File: src/core/gpio_pkg.sv
package gpio_pkg;

	// ----------------------------------------
	// pads and modes
	// ----------------------------------------
	localparam int         PAD_COUNT   = 9;
	localparam int         PAD_JAM     = 0;
	localparam int         PAD_WORD    = 1;
	localparam int         PAD_RXD     = 2;
	localparam int         PAD_INHIBIT = 3;
	localparam int         PAD_MONITOR = 4;
	localparam int         PAD_ALARM   = 5;
	localparam int         PAD_BUZZ    = 6;
	localparam int         PAD_TXD     = 7;
	localparam int         PAD_BCLK    = 8;
	localparam logic [8:0] ALT_IN_MASK = 9'h00c;

	typedef enum logic [1:0] {
		PAD_INPUT  = 2'h0,
		PAD_OUTPUT = 2'h1,
		PAD_ALT    = 2'h2
	} pad_mode_e;

	// ----------------------------------------
	// register map
	// ----------------------------------------
	localparam logic [7:0]  ADDR_MODE    = 8'h00;
	localparam logic [7:0]  ADDR_LEVEL   = 8'h04;
	localparam logic [7:0]  ADDR_INPUT   = 8'h08;
	localparam logic [7:0]  ADDR_CTRL    = 8'h0c;
	localparam logic [7:0]  ADDR_TONE    = 8'h10;
	localparam logic [7:0]  ADDR_STATUS  = 8'h14;
	localparam logic [17:0] MODE_RESET   = 18'h00000;
	localparam logic [8:0]  LEVEL_RESET  = 9'h000;
	localparam int          CTRL_CLEAR   = 0;
	localparam int          CTRL_LONG    = 1;
	localparam int          TONE_WIDTH   = 24;
	localparam int          TONE_EN      = 31;
	localparam logic [23:0] TONE_RESET   = 24'h000000;
	localparam int          ST_ALARM     = 0;
	localparam int          ST_INHIBIT   = 1;
	localparam int          ST_MONITOR   = 2;
	localparam int          ST_GRANT     = 3;

	// ----------------------------------------
	// timing
	// ----------------------------------------
	localparam int CLK_KHZ     = 250_000;
	localparam int LEAD_MS     = 300;
	localparam int TAIL_MIN_MS = 500;
	localparam int TAIL_MAX_MS = 1000;
	localparam int LEAD_CYCLES = CLK_KHZ * LEAD_MS;
	localparam int TAIL_MIN_CY = CLK_KHZ * TAIL_MIN_MS;
	localparam int TAIL_MAX_CY = CLK_KHZ * TAIL_MAX_MS;

	// ----------------------------------------
	// voice link carrier
	// ----------------------------------------
	typedef struct packed {
		logic wordAlign;
		logic txData;
		logic bitClk;
	} voice_link_s;

endpackage

File: src/core/general_purpose_pad_port.sv
// Local design decisions: the Avalon-MM register port and the register offsets.
`timescale 1ns/1ps
`default_nettype none

// Summary of operation
// RULE1 - each pad chooses input, output or internally driven alternate function
// RULE2 - input pads are read only and return the synchronised pad level
// RULE3 - output pads take a written level, read it back, read no input
// RULE4 - alternate pads follow their function logic, not user writes
// RULE5 - every pad is an input once reset is over
// RULE6 - alarm pad is driven high while reset is held
// RULE7 - other pads are undriven during reset; far side must not rely on them
// RULE8 - pads 1,4,5,6,7: jamming, inhibit, monitor, alarm, buzzer functions
// RULE9 - pads 2,3,8,9: voice word align, receive, transmit, bit clock
// RULE10 - output pads drive both levels actively
// RULE11 - inhibit pad low stops the transmitter; application holds it high
// RULE12 - monitor pad high while transmitting, low once activity ends
// RULE13 - monitor rises 300ms before first burst, falls 500ms to 1s after last
// RULE14 - monitor stays high for a whole voice call
// RULE15 - a host command selects the monitor behaviour
// RULE16 - alarm pad rises on alarm, holds until clear command, then falls
// RULE17 - buzzer pad drives square waves for an external buzzer driver
// RULE18 - two-bit mode field per pad resets to input; unknown codes stay input
// RULE19 - pad levels pass two flip-flops before any use
module general_purpose_pad_port #(
	parameter int LEAD_CY = gpio_pkg::LEAD_CYCLES,
	parameter int TAIL_MIN = gpio_pkg::TAIL_MIN_CY,
	parameter int TAIL_MAX = gpio_pkg::TAIL_MAX_CY
) (
	// clock and reset
	input  wire logic                  core_clk,
	input  wire logic                  rst_n,
	// avalon-mm slave
	input  wire logic [7:0]            address,
	input  wire logic                  read,
	input  wire logic                  write,
	input  wire logic [31:0]           writedata,
	output logic      [31:0]           readdata,
	output logic                       waitrequest,
	// pads
	input  wire logic [8:0]            padIn,
	output logic      [8:0]            padOut,
	output logic      [8:0]            padOe_n,
	// radio and firmware functions
	input  wire logic                  txRequest,
	input  wire logic                  callActive,
	input  wire logic                  alarmFire,
	input  wire logic                  jammingDetect,
	output logic                       txEnable,
	// voice link
	input  wire gpio_pkg::voice_link_s voiceOut,
	output logic                       voiceRxData
);

	typedef enum logic [1:0] {MON_IDLE, MON_LEAD, MON_ACTIVE, MON_TAIL} mon_state_e;

	function automatic gpio_pkg::pad_mode_e padMode(input logic [17:0] modes, input int idx);
		logic [1:0] code;
		code = modes[2*idx +: 2];
		// unknown code falls back to input
		if (code == gpio_pkg::PAD_OUTPUT)
			return gpio_pkg::PAD_OUTPUT;
		else if (code == gpio_pkg::PAD_ALT)
			return gpio_pkg::PAD_ALT;
		else
			return gpio_pkg::PAD_INPUT;  // [RULE18]
	endfunction

	logic [17:0]                 modeReg;
	logic [8:0]                  levelReg;
	logic [8:0]                  padSync;
	logic [8:0]                  altLevel;
	logic [gpio_pkg::TONE_WIDTH-1:0] toneReg;
	logic                        toneEnReg;
	logic                        toneWave;
	logic                        monLongReg;
	logic                        alarmReg;
	logic                        inhibitReg;
	logic                        monitorReg;
	logic                        alarmClear;
	logic                        busRead;
	logic                        busWrite;
	mon_state_e                  monState;
	mon_state_e                  monState_next;
	logic [31:0]                 monCount;
	logic [31:0]                 monCount_next;
	logic [31:0]                 tailLen;
	logic                        wantTx;

	// ----------------------------------------
	// pad synchroniser and buzzer
	// ----------------------------------------
	pad_sync #(.WIDTH(9)) padSyncInst (
		.core_clk(core_clk),
		.rst_n   (rst_n),
		.asyncIn (padIn),
		.syncOut (padSync)
	);

	tone_gen #(.WIDTH(gpio_pkg::TONE_WIDTH)) toneInst (
		.core_clk  (core_clk),
		.rst_n     (rst_n),
		.enable    (toneEnReg),
		.halfPeriod(toneReg),
		.toneOut   (toneWave)
	);

	// ----------------------------------------
	// avalon slave
	// ----------------------------------------
	// one wait state: readdata is loaded on the first edge and stands at the second
	assign busRead  = read && !waitrequest;
	assign busWrite = write && !waitrequest;

	always_ff @(posedge core_clk or negedge rst_n) begin
		if (!rst_n)
			waitrequest <= 1'b1;
		else
			waitrequest <= !((read || write) && waitrequest);
	end

	always_ff @(posedge core_clk or negedge rst_n) begin
		if (!rst_n) begin
			readdata <= '0;
		end else if (read && waitrequest) begin
			unique case (address)
				gpio_pkg::ADDR_MODE:   readdata <= {14'h0000, modeReg};
				gpio_pkg::ADDR_LEVEL:  readdata <= {23'h000000, levelReg};  // [RULE3]
				gpio_pkg::ADDR_TONE:   readdata <= {toneEnReg, 7'h00, toneReg};
				gpio_pkg::ADDR_CTRL:
					readdata <= {30'h00000000, monLongReg, 1'b0};
				gpio_pkg::ADDR_STATUS:
					readdata <= {28'h0000000, txEnable, monitorReg, inhibitReg, alarmReg};
				gpio_pkg::ADDR_INPUT: begin
					for (int i = 0; i < 9; i++)
						readdata[i] <= (padMode(modeReg, i) == gpio_pkg::PAD_INPUT) &&
							padSync[i];  // [RULE2]
					readdata[31:9] <= '0;
				end
				default: readdata <= '0;
			endcase
		end
	end

	always_ff @(posedge core_clk or negedge rst_n) begin
		if (!rst_n) begin
			modeReg    <= gpio_pkg::MODE_RESET;  // [RULE5]
			levelReg   <= gpio_pkg::LEVEL_RESET;
			toneReg    <= gpio_pkg::TONE_RESET;
			toneEnReg  <= 1'b0;
			monLongReg <= 1'b0;
		end else if (busWrite) begin
			unique case (address)
				gpio_pkg::ADDR_MODE:  modeReg  <= writedata[17:0];  // [RULE1]
				gpio_pkg::ADDR_LEVEL: levelReg <= writedata[8:0];  // [RULE3]
				gpio_pkg::ADDR_CTRL:  monLongReg <= writedata[gpio_pkg::CTRL_LONG];  // [RULE15]
				gpio_pkg::ADDR_TONE: begin
					toneReg   <= writedata[gpio_pkg::TONE_WIDTH-1:0];
					toneEnReg <= writedata[gpio_pkg::TONE_EN];
				end
				default: ;
			endcase
		end
	end

	assign alarmClear = busWrite && (address == gpio_pkg::ADDR_CTRL) &&
		writedata[gpio_pkg::CTRL_CLEAR];

	// ----------------------------------------
	// alarm, inhibit and voice receive
	// ----------------------------------------
	// a fresh alarm in the clearing cycle survives the clear
	always_ff @(posedge core_clk or negedge rst_n) begin
		if (!rst_n)
			alarmReg <= 1'b0;
		else if (alarmFire)
			alarmReg <= 1'b1;  // [RULE16]
		else if (alarmClear)
			alarmReg <= 1'b0;  // [RULE16]
	end

	always_ff @(posedge core_clk or negedge rst_n) begin
		if (!rst_n)
			inhibitReg <= 1'b0;
		else
			inhibitReg <= (padMode(modeReg, gpio_pkg::PAD_INHIBIT) == gpio_pkg::PAD_ALT) &&
				!padSync[gpio_pkg::PAD_INHIBIT];  // [RULE11]
	end

	always_ff @(posedge core_clk or negedge rst_n) begin
		if (!rst_n)
			voiceRxData <= 1'b0;
		else
			voiceRxData <= (padMode(modeReg, gpio_pkg::PAD_RXD) == gpio_pkg::PAD_ALT) &&
				padSync[gpio_pkg::PAD_RXD];  // [RULE9]
	end

	// ----------------------------------------
	// transmit monitor
	// ----------------------------------------
	// the radio waits for txEnable, so the lead time is met by holding off bursts
	assign wantTx  = txRequest || callActive;  // [RULE14]
	assign tailLen = monLongReg ? 32'(TAIL_MAX) : 32'(TAIL_MIN);  // [RULE15]

	always_comb begin
		monState_next = monState;
		monCount_next = monCount + 32'h1;
		unique case (monState)
			MON_IDLE: begin
				monCount_next = '0;
				if (wantTx)
					monState_next = MON_LEAD;  // [RULE12]
			end
			MON_LEAD:
				if (monCount == 32'(LEAD_CY) - 32'h1)
					monState_next = MON_ACTIVE;  // [RULE13]
			MON_ACTIVE: begin
				monCount_next = '0;
				if (!wantTx)
					monState_next = MON_TAIL;
			end
			MON_TAIL:
				if (wantTx)
					monState_next = MON_ACTIVE;
				else if (monCount == tailLen - 32'h1)
					monState_next = MON_IDLE;  // [RULE13]
		endcase
	end

	always_ff @(posedge core_clk or negedge rst_n) begin
		if (!rst_n) begin
			monState   <= MON_IDLE;
			monCount   <= '0;
			monitorReg <= 1'b0;
			txEnable   <= 1'b0;
		end else begin
			monState   <= monState_next;
			monCount   <= monCount_next;
			monitorReg <= monState_next != MON_IDLE;  // [RULE12]
			txEnable   <= (monState_next == MON_ACTIVE) && !inhibitReg;  // [RULE11]
		end
	end

	// ----------------------------------------
	// pad drivers
	// ----------------------------------------
	always_comb begin
		altLevel                        = '0;
		altLevel[gpio_pkg::PAD_JAM]     = jammingDetect;  // [RULE8]
		altLevel[gpio_pkg::PAD_WORD]    = voiceOut.wordAlign;  // [RULE9]
		altLevel[gpio_pkg::PAD_MONITOR] = monitorReg;
		altLevel[gpio_pkg::PAD_ALARM]   = alarmReg;
		altLevel[gpio_pkg::PAD_BUZZ]    = toneWave;  // [RULE17]
		altLevel[gpio_pkg::PAD_TXD]     = voiceOut.txData;
		altLevel[gpio_pkg::PAD_BCLK]    = voiceOut.bitClk;
	end

	for (genvar i = 0; i < 9; i++) begin : padGen
		localparam logic HELD = (i == gpio_pkg::PAD_ALARM);
		gpio_pkg::pad_mode_e mode;
		assign mode = padMode(modeReg, i);

		// alarm pad is driven high through reset; the rest float
		always_ff @(posedge core_clk or negedge rst_n) begin
			if (!rst_n) begin
				padOe_n[i] <= !HELD;  // [RULE6] [RULE7]
				padOut[i]  <= HELD;  // [RULE6]
			end else begin
				padOe_n[i] <= !((mode == gpio_pkg::PAD_OUTPUT) ||
					((mode == gpio_pkg::PAD_ALT) && !gpio_pkg::ALT_IN_MASK[i]));  // [RULE10]
				padOut[i]  <= (mode == gpio_pkg::PAD_OUTPUT) ? levelReg[i] :
					(mode == gpio_pkg::PAD_ALT) ? altLevel[i] : 1'b0;  // [RULE4]
			end
		end

		pad_float_a: assert property (  // [RULE5]
			@(posedge core_clk) disable iff (!rst_n)
			mode == gpio_pkg::PAD_INPUT |=> padOe_n[i])
			else $error("input pad driven");

		pad_level_a: assert property (  // [RULE3]
			@(posedge core_clk) disable iff (!rst_n)
			mode == gpio_pkg::PAD_OUTPUT |=> !padOe_n[i] && padOut[i] == $past(levelReg[i]))
			else $error("output pad not at written level");

		pad_alt_a: assert property (  // [RULE4]
			@(posedge core_clk) disable iff (!rst_n)
			mode == gpio_pkg::PAD_ALT && !gpio_pkg::ALT_IN_MASK[i] |=>
				padOut[i] == $past(altLevel[i]))
			else $error("alternate pad not following its function");
	end

	// ----------------------------------------
	// checks
	// ----------------------------------------
	alarm_hold_a: assert property (  // [RULE16]
		@(posedge core_clk) disable iff (!rst_n)
		alarmReg && !alarmClear |=> alarmReg)
		else $error("alarm dropped without clear");

	alarm_clear_a: assert property (  // [RULE16]
		@(posedge core_clk) disable iff (!rst_n)
		alarmClear && !alarmFire |=> !alarmReg)
		else $error("alarm not cleared");

	inhibit_stop_a: assert property (  // [RULE11]
		@(posedge core_clk) disable iff (!rst_n)
		inhibitReg |=> !txEnable)
		else $error("transmit enabled while inhibited");

	lead_before_a: assert property (  // [RULE13]
		@(posedge core_clk) disable iff (!rst_n)
		$rose(txEnable) |-> $past(monitorReg, 2))
		else $error("transmit granted without monitor lead");

	tail_hold_a: assert property (  // [RULE13]
		@(posedge core_clk) disable iff (!rst_n)
		monState == MON_ACTIVE && monState_next == MON_TAIL |=> monitorReg [*8])
		else $error("monitor fell early after last burst");

	call_high_a: assert property (  // [RULE14]
		@(posedge core_clk) disable iff (!rst_n)
		monState == MON_ACTIVE && callActive |=> monitorReg)
		else $error("monitor low during call");

	bus_answer_a: assert property (
		@(posedge core_clk) disable iff (!rst_n)
		(read || write) && waitrequest |=> !waitrequest ##1 waitrequest)
		else $error("bus answer not one wait state");

endmodule

`default_nettype wire

File: src/core/pad_sync.sv
`timescale 1ns/1ps
`default_nettype none

module pad_sync #(
	parameter int WIDTH = 9
) (
	// clock and reset
	input  wire logic             core_clk,
	input  wire logic             rst_n,
	// levels
	input  wire logic [WIDTH-1:0] asyncIn,
	output logic      [WIDTH-1:0] syncOut
);

	logic [WIDTH-1:0] stage1Reg;

	// first stage feeds only the second
	always_ff @(posedge core_clk or negedge rst_n) begin
		if (!rst_n) begin
			stage1Reg <= '0;
			syncOut   <= '0;
		end else begin
			stage1Reg <= asyncIn;  // [RULE19]
			syncOut   <= stage1Reg;
		end
	end

endmodule

`default_nettype wire

File: src/core/tone_gen.sv
`timescale 1ns/1ps
`default_nettype none

module tone_gen #(
	parameter int WIDTH = 24
) (
	// clock and reset
	input  wire logic             core_clk,
	input  wire logic             rst_n,
	// control
	input  wire logic             enable,
	input  wire logic [WIDTH-1:0] halfPeriod,
	// square wave
	output logic                  toneOut
);

	logic [WIDTH-1:0] countReg;

	// a zero half period behaves as one so the wave never stalls high
	always_ff @(posedge core_clk or negedge rst_n) begin
		if (!rst_n) begin
			countReg <= '0;
			toneOut  <= 1'b0;
		end else if (!enable) begin
			countReg <= '0;
			toneOut  <= 1'b0;
		end else if (countReg + WIDTH'(1) >= halfPeriod) begin
			countReg <= '0;
			toneOut  <= !toneOut;  // [RULE17]
		end else begin
			countReg <= countReg + WIDTH'(1);
		end
	end

	tone_quiet_a: assert property (  // [RULE17]
		@(posedge core_clk) disable iff (!rst_n) !enable |=> !toneOut)
		else $error("tone active while disabled");

endmodule

`default_nettype wire

File: config.mk
export PLATFORM = sky130hd
export DESIGN_NAME = general_purpose_pad_port
export DESIGN_NICKNAME = d
export VERILOG_FILES = /design/src/core/gpio_pkg.sv /design/src/core/general_purpose_pad_port.sv /design/src/core/pad_sync.sv /design/src/core/tone_gen.sv
export SDC_FILE = /design/constraint.sdc
export NUM_CORES = 1
export LEC_CHECK = 0
export BUFFER_PORTS_ARGS = -buffer_cell sky130_fd_sc_hd__buf_2
export CAP_MARGIN = 20
export CORE_MARGIN = 1
export CORE_UTILIZATION = 25
export DETAILED_ROUTE_END_ITERATION = 16
export HOLD_SLACK_MARGIN = 0.02
export PLACE_DENSITY = 0.52
export SETUP_SLACK_MARGIN = 0.05
export SLEW_MARGIN = 0
export SYNTH_ARGS = -nofsm -noshare
export SYNTH_HDL_FRONTEND = slang
export SYNTH_SLANG_ARGS = --single-unit
File: constraint.sdc
create_clock -name core_clk -period 7.85 [get_ports core_clk]
set_input_delay 0.785 -clock core_clk [delete_from_list [all_inputs] [get_ports core_clk]]
set_output_delay 0.785 -clock core_clk [all_outputs]
set_load 0.005 [all_outputs]
## Yosys cells after proc, flatten, opt, wreduce, memory -nomap -nowiden

Cells that the tools add are included.

- Register bits after elaboration: 186
- Input bits: 60
- Logic and storage cells: 213

- Multiplexer cells: 67
- Reduce and logical (&&, ||, !) cells: 58
- Eq/ne operators: 48
- Order comparisons: 1
- Add/sub/neg operators: 3

Operators by type and width:

| kind | count |
|---|---|
| 32-bit one-hot mux with 6 select lines | 1 |
| 2-bit 2-to-1 mux | 41 |
| 24-bit 2-to-1 mux | 2 |
| 2-bit equality test (second input constant) | 21 |
| 2-bit by 1-bit equality test with 1-bit output (second input constant) | 19 |
| 32-bit by 1-bit adder with 32-bit output (second input constant) | 1 |
| 32-bit by 27-bit equality test with 1-bit output (second input constant) | 1 |
| 32-bit equality test | 1 |
| 32-bit 2-to-1 mux | 1 |
| 28-bit by 1-bit subtractor with 29-bit output (second input constant) | 1 |
| 28-bit 2-to-1 mux | 1 |
| 24-bit by 1-bit adder with 24-bit output (second input constant) | 1 |
| 24-bit >= comparator | 1 |
| 2-bit zero test | 10 |
| 1-bit 2-to-1 mux | 20 |
| 1-bit logical AND | 17 |
| 8-bit by 4-bit equality test with 1-bit output (second input constant) | 2 |
| 8-bit by 5-bit equality test with 1-bit output (second input constant) | 2 |
| 1-bit zero test | 14 |
| 1-bit logical OR | 9 |
| 8-bit by 3-bit equality test with 1-bit output (second input constant) | 1 |
| 8-bit zero test | 1 |
| 2-bit one-hot mux with 4 select lines | 1 |
| 2-bit AND reduction | 4 |
| 3 further kinds | 4 |

## Longest topological paths before layout

Gate-level depths: netlist (run 1).

- Depth in word-level cells: 8
- Gate-level depth with buffers: 14

## Modules after synthesis

A second synthesis (run 1) with hierarchy kept.

- Cells, all modules: 765
- Area total of the unflattened synthesis: 8652.0 um^2

Modules (own cells, without submodules):

| module | cells each | instances | area each (um^2) | seq. area each (um^2) |
|---|---|---|---|---|
| general_purpose_pad_port | 550 | 1 | 6339.8 | 3415.8 |
| tone_gen | 197 | 1 | 1861.8 | 625.6 |
| pad_sync | 18 | 1 | 450.4 | 450.4 |

## Worst setup path before layout (run 1)

Ideal clock, no wire load.

- Path type: flip-flop to flip-flop
- From: register toneInst.countReg[7]
- To: register toneInst.countReg[15]
- Data arrival time: 3.164 ns
- Data required time: 7.718 ns
- Setup slack: 4.553 ns
- Cell stages (with the launch flop): 13
- Setup time: 0.132 ns
- Buffers on the path: 1
- Path through: dfrtp_1 and4_1 nand4_1 nor3_1 nand4_1 xnor2_1 ha_1 nand4_1 nor2_1 inv_1 o41ai_1 clkbuf_1 nor2b_1

- Word-level cells in the longest chain between the ends: 4

Ends and longest elaborated chain:

| item | line | text |
|---|---|---|
| start: declaration | tone_gen.sv:17 | `logic [WIDTH-1:0] countReg;` |
| start signal: assignment | tone_gen.sv:31 | `countReg <= countReg + WIDTH'(1);` |
| 24-bit by 1-bit adder with 24-bit output (*) | tone_gen.sv:27, tone_gen.sv:31 |  |
| 24-bit >= comparator | tone_gen.sv:27 | `end else if (countReg + WIDTH'(1) >= halfPeriod) begin` |
| 24-bit 2-to-1 mux (*) | tone_gen.sv:27 |  |
| 24-bit 2-to-1 mux (*) | tone_gen.sv:24 | `end else if (!enable) begin` |

Mark *: on every way between the ends. The rest lies on a longest branch, timed or not.
A chain may end at the register's enable or synchronous reset.

## Worst setup path in the final report (run 1)

- From: register toneInst.countReg[7]
- To: register toneInst.countReg[16]

Same word-level chain as after synthesis.

==> results of run 1 <==
## cells in the mapped netlist, drive strengths merged, types with 3 or more instances
master and instances:
and4 3, inv 48, nand2b 3, a32oi 5, a31oi 3, nor3 10, dfstp 10, and3 17
o21ai 54, nor4 3, a221oi 4, a22oi 14, mux2 31, dfrtp 169, a21o 6, clkbuf 19
nor2b 35, and2 32, ha 44, buf 14, a21oi 20, nand3 31, nand2 92, nor4b 3
xnor2 30, xor2 22, nor2 23, nand4 16
## flip-flops by register name, summed over array words and instances (netlist names)
signal                 flops
alarmReg                   1
inhibitReg                 1
levelReg                   9
modeReg                   18
monCount                  32
monLongReg                 1
monState                   2
monitorReg                 1
padOe_n                    9
padOut                     9
padSyncInst.stage1Reg      9
padSyncInst.syncOut        9
readdata                  25
toneEnReg                  1
toneInst.countReg         24
toneInst.toneOut           1
toneReg                   24
txEnable                   1
voiceRxData                1
waitrequest                1
## worst paths after layout
check                                              start                endpoint  slack (ps)  cells past startpoint
max in group asynchronous                          rst_n             toneReg[16]        6210                      2
worst max register to register      toneInst.countReg[7]   toneInst.countReg[16]        4360                     13
worst max-delay path                toneInst.countReg[7]   toneInst.countReg[16]        4360                     13
min in group core_clk           padSyncInst.stage1Reg[4]  padSyncInst.syncOut[4]         360                      0
worst min register to register  padSyncInst.stage1Reg[4]  padSyncInst.syncOut[4]         360                      0
worst min-delay path                               rst_n            monCount[13]         310                      1
## final cells by class
class	count	area, µm²
timing repair buffer	105	566.8
fill	3458	22820
clock buffer	18	429.2
tap	442	553.0
sequential	179	4492
inverter	48	180.2
multi-input combinational	532	3622
clock inverter	14	201.4
## where the power goes
group          internal [W]  total (W)  switching (W)
Sequential         0.000944   0.000957      0.0000129
Combinational     0.0000313  0.0000891      0.0000579
Clock              0.000538   0.000921       0.000384
Total               0.00151    0.00197       0.000455
## through the flow
stage               hold WS (ps)  cells
finish                     308.6   1338
global route               332.5   1338
CTS                        325.6   1337
detailed placement         338.5   1305
global placement           335.7   1305
floorplan                  331.2    792
## metal layers
metal  vias to the layer above  wire length (µm)
met1                      2856              9285
met5                         -                 0
li1                       2863                 -
met4                         0               384
met3                        28               605
met2                       100              9433
## cells by family after synthesis
kind of cell	count (synthesis)	share of synthesized area, %
and+or+nand+nor	279	17.46
DFF	179	53.30
AOI/OAI and AO/OA	119	8.596
buffers and inverters	81	4.082
xor gates and xnor gates	52	5.404
adders and majority gates	44	6.532
muxes	31	4.587
other	1	0.04449
==> qor.txt, run 1 <==
summed area of non-filler cells in the final layout -> 10,040 µm²
worst path setup slack after routing -> 4356 ps
sum of routed wire length over all layers -> 19,710 µm
power consumption -> 0.001968 W
Setup crit start kind -> flip-flop
quantity of gates resized following cts -> 0
power density over cell area -> 195.9 nW/µm²
via count -> 5,847
Async S/R FF share, synth -> 100.0%
setup repair after global routing missed its margin -> false
global-route track usage on met2 -> 19.64%
H-Tree Level Count -> 4
Setup-failing EPs final -> 0
DIE AREA -> 34,450 µm²
maximum clock path buffer count -> 2
per-cell routed wire length -> 14.73 µm
busiest layer in global routing -> met2
post-synthesis cell type with the largest combined area -> dfrtp_1
worst slew slack as a fraction of its limit -> 31.38%
critical path endpoint category -> flip-flop
area of the mapped netlist -> 8428 µm²
data required time at the worst endpoint -> 8210 ps
maximum capacitance violations -> 0
Worst Hold Class -> in2async
result of the run -> finished clean
hold buffers post-CTS -> 0
cell-by-cell trace of the critical path -> and4_1 > nand4_1 > nor3_1 > nand4_1 > xnor2_1 > ha_1 > nand4_1 > nor2_1 > a22o_1 > nor4b_1 > o41ai_2 > buf_4 > nor2b_1
port buffer count -> 98
fraction of the yosys area taken by sequential cells -> 53.30%
clock tree from TritonCTS -> built
initial core utilization -> 25.64%
placeable core area -> 32,870 µm²
post-layout min period -> 3494 ps
boundary pin count -> 113
overflow left after global routing -> 0
Slowest-stage cell, CP -> dfrtp_1
top library cells by usage in the layout, fill and taps aside -> 169 x dfrtp_1, 97 x buf_2, 91 x nand2_1, 54 x o21ai_0, 48 x inv_1
estimated wirelength of the detail-placed design -> 14,220 µm
worst setup path class -> reg2reg
flip-flop cell with the highest count after synthesis -> dfrtp_1
number of hold violations in the final report -> 0
number of flops mapped to enable cells by yosys -> 0
worst setup timing slack at the placement stage -> 4099 ps
number of warnings issued by yosys -> 0
WP buf/inv -> 1
crit-path most repeated cell -> nand4_1
kind of cell adding the most delay to the critical path -> simple AND/OR/NAND/NOR gates
total negative slack for setup checks -> 0 ps
data arrival time of the critical path -> 3850 ps
diode count -> 0
wire length of the first global-routing pass -> 31,820 µm
global-route met3 utilization -> 2.407%
area fraction of the dominant cell type after synthesis -> 50.18%
synthesized area per cell -> 10.72 µm²
commonest non-fill, non-tap cell in the layout -> dfrtp_1
cts bufs inserted -> 17
horizontal die dimension -> 185.6 µm
total number of placement rows -> 66
Skew-Pair Late Insertion Delay -> 440 ps
post-place instance area -> 9389 µm²
worst vdd ir -> 0.1152 mV
worst-margin pin slew -> 1003 ps
vertical extent of the die -> 185.6 µm
overall routing resource usage -> 12.09%
first-iteration detailed-routing DRC count -> 267
clock-pin slew reported for the worst setup and hold paths after clock tree synthesis -> 70 ps
flip-flop and latch count after synthesis -> 179
drt first pass iters -> 4
area added between synthesis and finish -> 19.18%
count of clock tree sinks -> 179
Post-Syn Instances -> 786
slowest stage delay, CP -> 420 ps
FMAX -> 286.2 MHz
remaining antenna violation count -> 0
top post-synthesis cells by area -> dfrtp_1 50%, ha_1 6.5%, nand2_1 4.1%
postcts setup bufs -> 0
max-slew violations -> 0
Via density -> 4.370
Setup Skew -> 9.922 ps
count of distinct cell types in the synthesized netlist -> 57
share of the core filled with cells in the final layout -> 30.56%
number of global-route vias before repair -> 5,855
nets@finish -> 987
clock tree root driver cell -> clkbuf_16
leakage -> 4.727 nW
largest net degree at the start of global routing -> 68
share of the clock period used by the worst path after layout -> 44.51%
highest fanout seen on the critical path -> 24
number of antenna violations at the first check in global routing -> 1
fraction of final layout cells with drive strength greater than 1 -> 20.42%
grt met1 use -> 15.74%
global placement routability congestion -> 0.7634
DRC violation count after routing -> 0
No activity file was read; power rests on OpenSTA's default activity.
==> run 2: changes to the inputs <==
Settings changed: ABC_AREA set to 1.
Clock period 7.85 ns to 3.4 ns, I/O delays scaled along.
==> run 2 against run 1 <==
Effect of this change:
- flip-flop and latch count did not move
- clock-buffer cell count increased by 2
- synthesized cell count increased by 43%
- die area rose by 9.6%
- sequential share of layout area fell by 3.8 points
- fmax is 16% higher
- clock power rose by 120%
- cell area increased by 9.4%
- non-clock buffer count up 13
==> qor.txt, run 2 <==
remaining antenna violation count -> 0
overall routing resource usage -> 14.52%
post-place instance area -> 10,280 µm²
Skew-Pair Late Insertion Delay -> 450 ps
initial core utilization -> 25.33%
worst setup path class -> reg2reg
clock tree from TritonCTS -> built
number of global-route vias before repair -> 7,689
Worst Hold Class -> in2reg
horizontal die dimension -> 194.4 µm
count of clock tree sinks -> 179
area of the mapped netlist -> 9250 µm²
estimated wirelength of the detail-placed design -> 19,440 µm
Slowest-stage cell, CP -> dfrtp_1
worst vdd ir -> 0.3785 mV
cts bufs inserted -> 17
fraction of final layout cells with drive strength greater than 1 -> 16.56%
fraction of the yosys area taken by sequential cells -> 48.56%
setup repair after global routing missed its margin -> false
clock-pin slew reported for the worst setup and hold paths after clock tree synthesis -> 80 ps
Worst Setup SP -> toneInst.countReg[0]
number of warnings issued by yosys -> 0
worst slew slack as a fraction of its limit -> 48.29%
placeable core area -> 36,520 µm²
Setup-failing EPs final -> 0
Via density -> 4.405
result of the run -> finished clean
worst path setup slack after routing -> 394.3 ps
DRC violation count after routing -> 0
data arrival time of the critical path -> 3330 ps
WP buf/inv -> 3
maximum capacitance violations -> 0
switching power total -> 0.001312 W
flip-flop and latch count after synthesis -> 179
top post-synthesis cells by area -> dfrtp_1 46%, nand2_1 10%, inv_1 6.6%
vertical extent of the die -> 194.4 µm
worst-margin pin slew -> 770.9 ps
Setup Skew -> 14.58 ps
total negative slack for setup checks -> 0 ps
DIE AREA -> 37,770 µm²
area added between synthesis and finish -> 18.75%
Reg with most FFs -> monCount
slowest stage delay, CP -> 480 ps
library cell with the highest instance count after synthesis -> nand2_1
nets@finish -> 1,341
area fraction of the dominant cell type after synthesis -> 45.72%
boundary pin count -> 113
clock share of power -> 42.7%
highest fanout seen on the critical path -> 24
Gate power share -> 9.6%
Setup crit start kind -> flip-flop
share of the core filled with cells in the final layout -> 30.08%
port buffer count -> 98
part of the power in registers -> 47.7%
worst setup timing slack at the placement stage -> 350.8 ps
cell-by-cell trace of the critical path -> ha_1 > nand2_1 > nor2_2 > nand2_1 > nor2_1 > nand4_1 > xor2_1 > inv_1 > ha_1 > nand2_1 > inv_1 > nand3_1 > nor2_2 > nand2_1 > a21oi_1 > nor2_1 > nand3_2 > buf_6 > nor2_1
post-layout min period -> 3006 ps
number of antenna violations at the first check in global routing -> 0
via count -> 7,567
worst reg2reg endpoint -> toneInst.countReg[20]
FF-to-FF setup slack -> 390 ps
flip-flop cell with the highest count after synthesis -> dfrtp_1
FMAX -> 332.7 MHz
wire length of the first global-routing pass -> 42,140 µm
number of hold violations in the final report -> 0
reg2reg path depth -> 19
Largest register FFs -> 32
share of the clock period used by the worst path after layout -> 88.40%
Async S/R FF share, synth -> 100.0%
drt first pass iters -> 5
sum of routed wire length over all layers -> 25,900 µm
Setup crit end -> toneInst.countReg[20]
maximum clock path buffer count -> 2
critical path endpoint category -> flip-flop
Regs by FF count -> monCount: 32 flops, readdata: 25 flops
total number of placement rows -> 70
H-Tree Level Count -> 4
summed area of non-filler cells in the final layout -> 10,980 µm²
crit-path most repeated cell -> nand2_1
clock tree root driver cell -> clkbuf_16
Post-Syn Instances -> 1,124
fraction of power spent switching nets -> 27.14%
leakage -> 5.292 nW
synthesized area per cell -> 8.230 µm²
power density over cell area -> 440.0 nW/µm²
Internal -> 0.003522 W
post-synthesis cell type with the largest combined area -> dfrtp_1
top library cells by usage in the layout, fill and taps aside -> 258 x nand2_1, 169 x dfrtp_1, 163 x inv_1, 115 x nor2_1, 97 x buf_2
first-iteration detailed-routing DRC count -> 479
kind of cell adding the most delay to the critical path -> simple AND/OR/NAND/NOR gates
max-slew violations -> 0
per-cell routed wire length -> 15.08 µm
largest net degree at the start of global routing -> 85
depth of the critical timing path with buffers and inverters included -> 19
postcts setup bufs -> 0
commonest non-fill, non-tap cell in the layout -> nand2_1
diode count -> 0
overflow left after global routing -> 0
launch instance of the worst register-to-register path -> toneInst.countReg[0]
global placement routability congestion -> 0.8576
count of distinct cell types in the synthesized netlist -> 41
hold-critical path depth -> 2
Post-synth top cells -> 258 x nand2_1, 169 x dfrtp_1, 163 x inv_1
number of flops mapped to enable cells by yosys -> 0
data required time at the worst endpoint -> 3730 ps
## run 2: changes by cell type after synthesis, moves of 18 or more
cell     delta
inv_1     +115
mux2_2     -21
nand3_1    +18
o21ai_1    +29
nor3_1     +27
nand2_1   +167
xnor2_1    -27
nor2_1     +92
nor2b_1    -34
and2_1     -30
## run 2: what timing repair did
item,CTS,global route
hold endpoints to repair,84,0
setup endpoints to repair,0,24
gates resized for setup,0,1
hold buffers,10,0
## run 2: power groups by stage
| stage | clock [W] | combinational (W) | sequential (W) |
|---|---|---|---|
| after global placement | 0 | 0.000459 | 0.00235 |
| after CTS | 0.00213 | 0.000473 | 0.00231 |
| after detailed placement | 0 | 0.000461 | 0.00235 |
| after floorplan | 0 | 0.000270 | 0.00233 |
| final | 0.00206 | 0.000463 | 0.00231 |
| after global routing | 0.00222 | 0.000529 | 0.00232 |
## run 2: cells by family after synthesis
| group | count (synthesis) | share of synthesized area [%] |
|---|---|---|
| simple gates | 519 | 24.90 |
| fa+ha+maj | 44 | 5.952 |
| compound gates | 147 | 8.806 |
| buf+inv | 205 | 8.927 |
| mux | 1 | 0.1623 |
| xor+xnor | 28 | 2.651 |
| flops | 179 | 48.56 |
| other cells | 1 | 0.04054 |
## run 2: layout make-up
class / instances / area (µm²)
fillers: 3873 / 25540
flip-flops and latches: 179 / 4492
multi-input cells: 746 / 3955
repair buffers: 118 / 690.7
inverters: 175 / 656.9
well taps: 468 / 585.6
clock buffers: 20 / 466.7
clock inverters: 12 / 137.6
## run 2: worst min-delay path by stage
| stage | end | startpoint | slack [ps] |
|---|---|---|---|
| 2_1_floorplan | alarmReg | rst_n | 40 |
| 3_3_place_gp | padSyncInst.syncOut[6] | padSyncInst.stage1Reg[6] | 340 |
| 3_5_place_dp | padSyncInst.syncOut[1] | padSyncInst.stage1Reg[1] | 340 |
| 4_1_cts | waitrequest | write | 40 |
| 5_1_grt | waitrequest | write | 70 |
| 6_report | waitrequest | write | 70 |
## run 2: stage by stage
stage,total power (W),hold slack (ps),cells
CTS,0.004910,40.99,1718
global route,0.005069,73.76,1718
finish,0.004834,66.21,1718
floorplan,0.002601,44.41,1130
detailed placement,0.002810,336.5,1676
global placement,0.002806,335.0,1676
## run 2: layer usage
layer / track usage [%] / part of all wire [%] / up-vias
met3: 2.690 / 3.2 / 27
met4: 5.203 / 2.1 / 0
met2: 24.50 / 48 / 140
li1: - / - / 3795
met1: 18.51 / 47 / 3605
met5: 0 / 0 / -
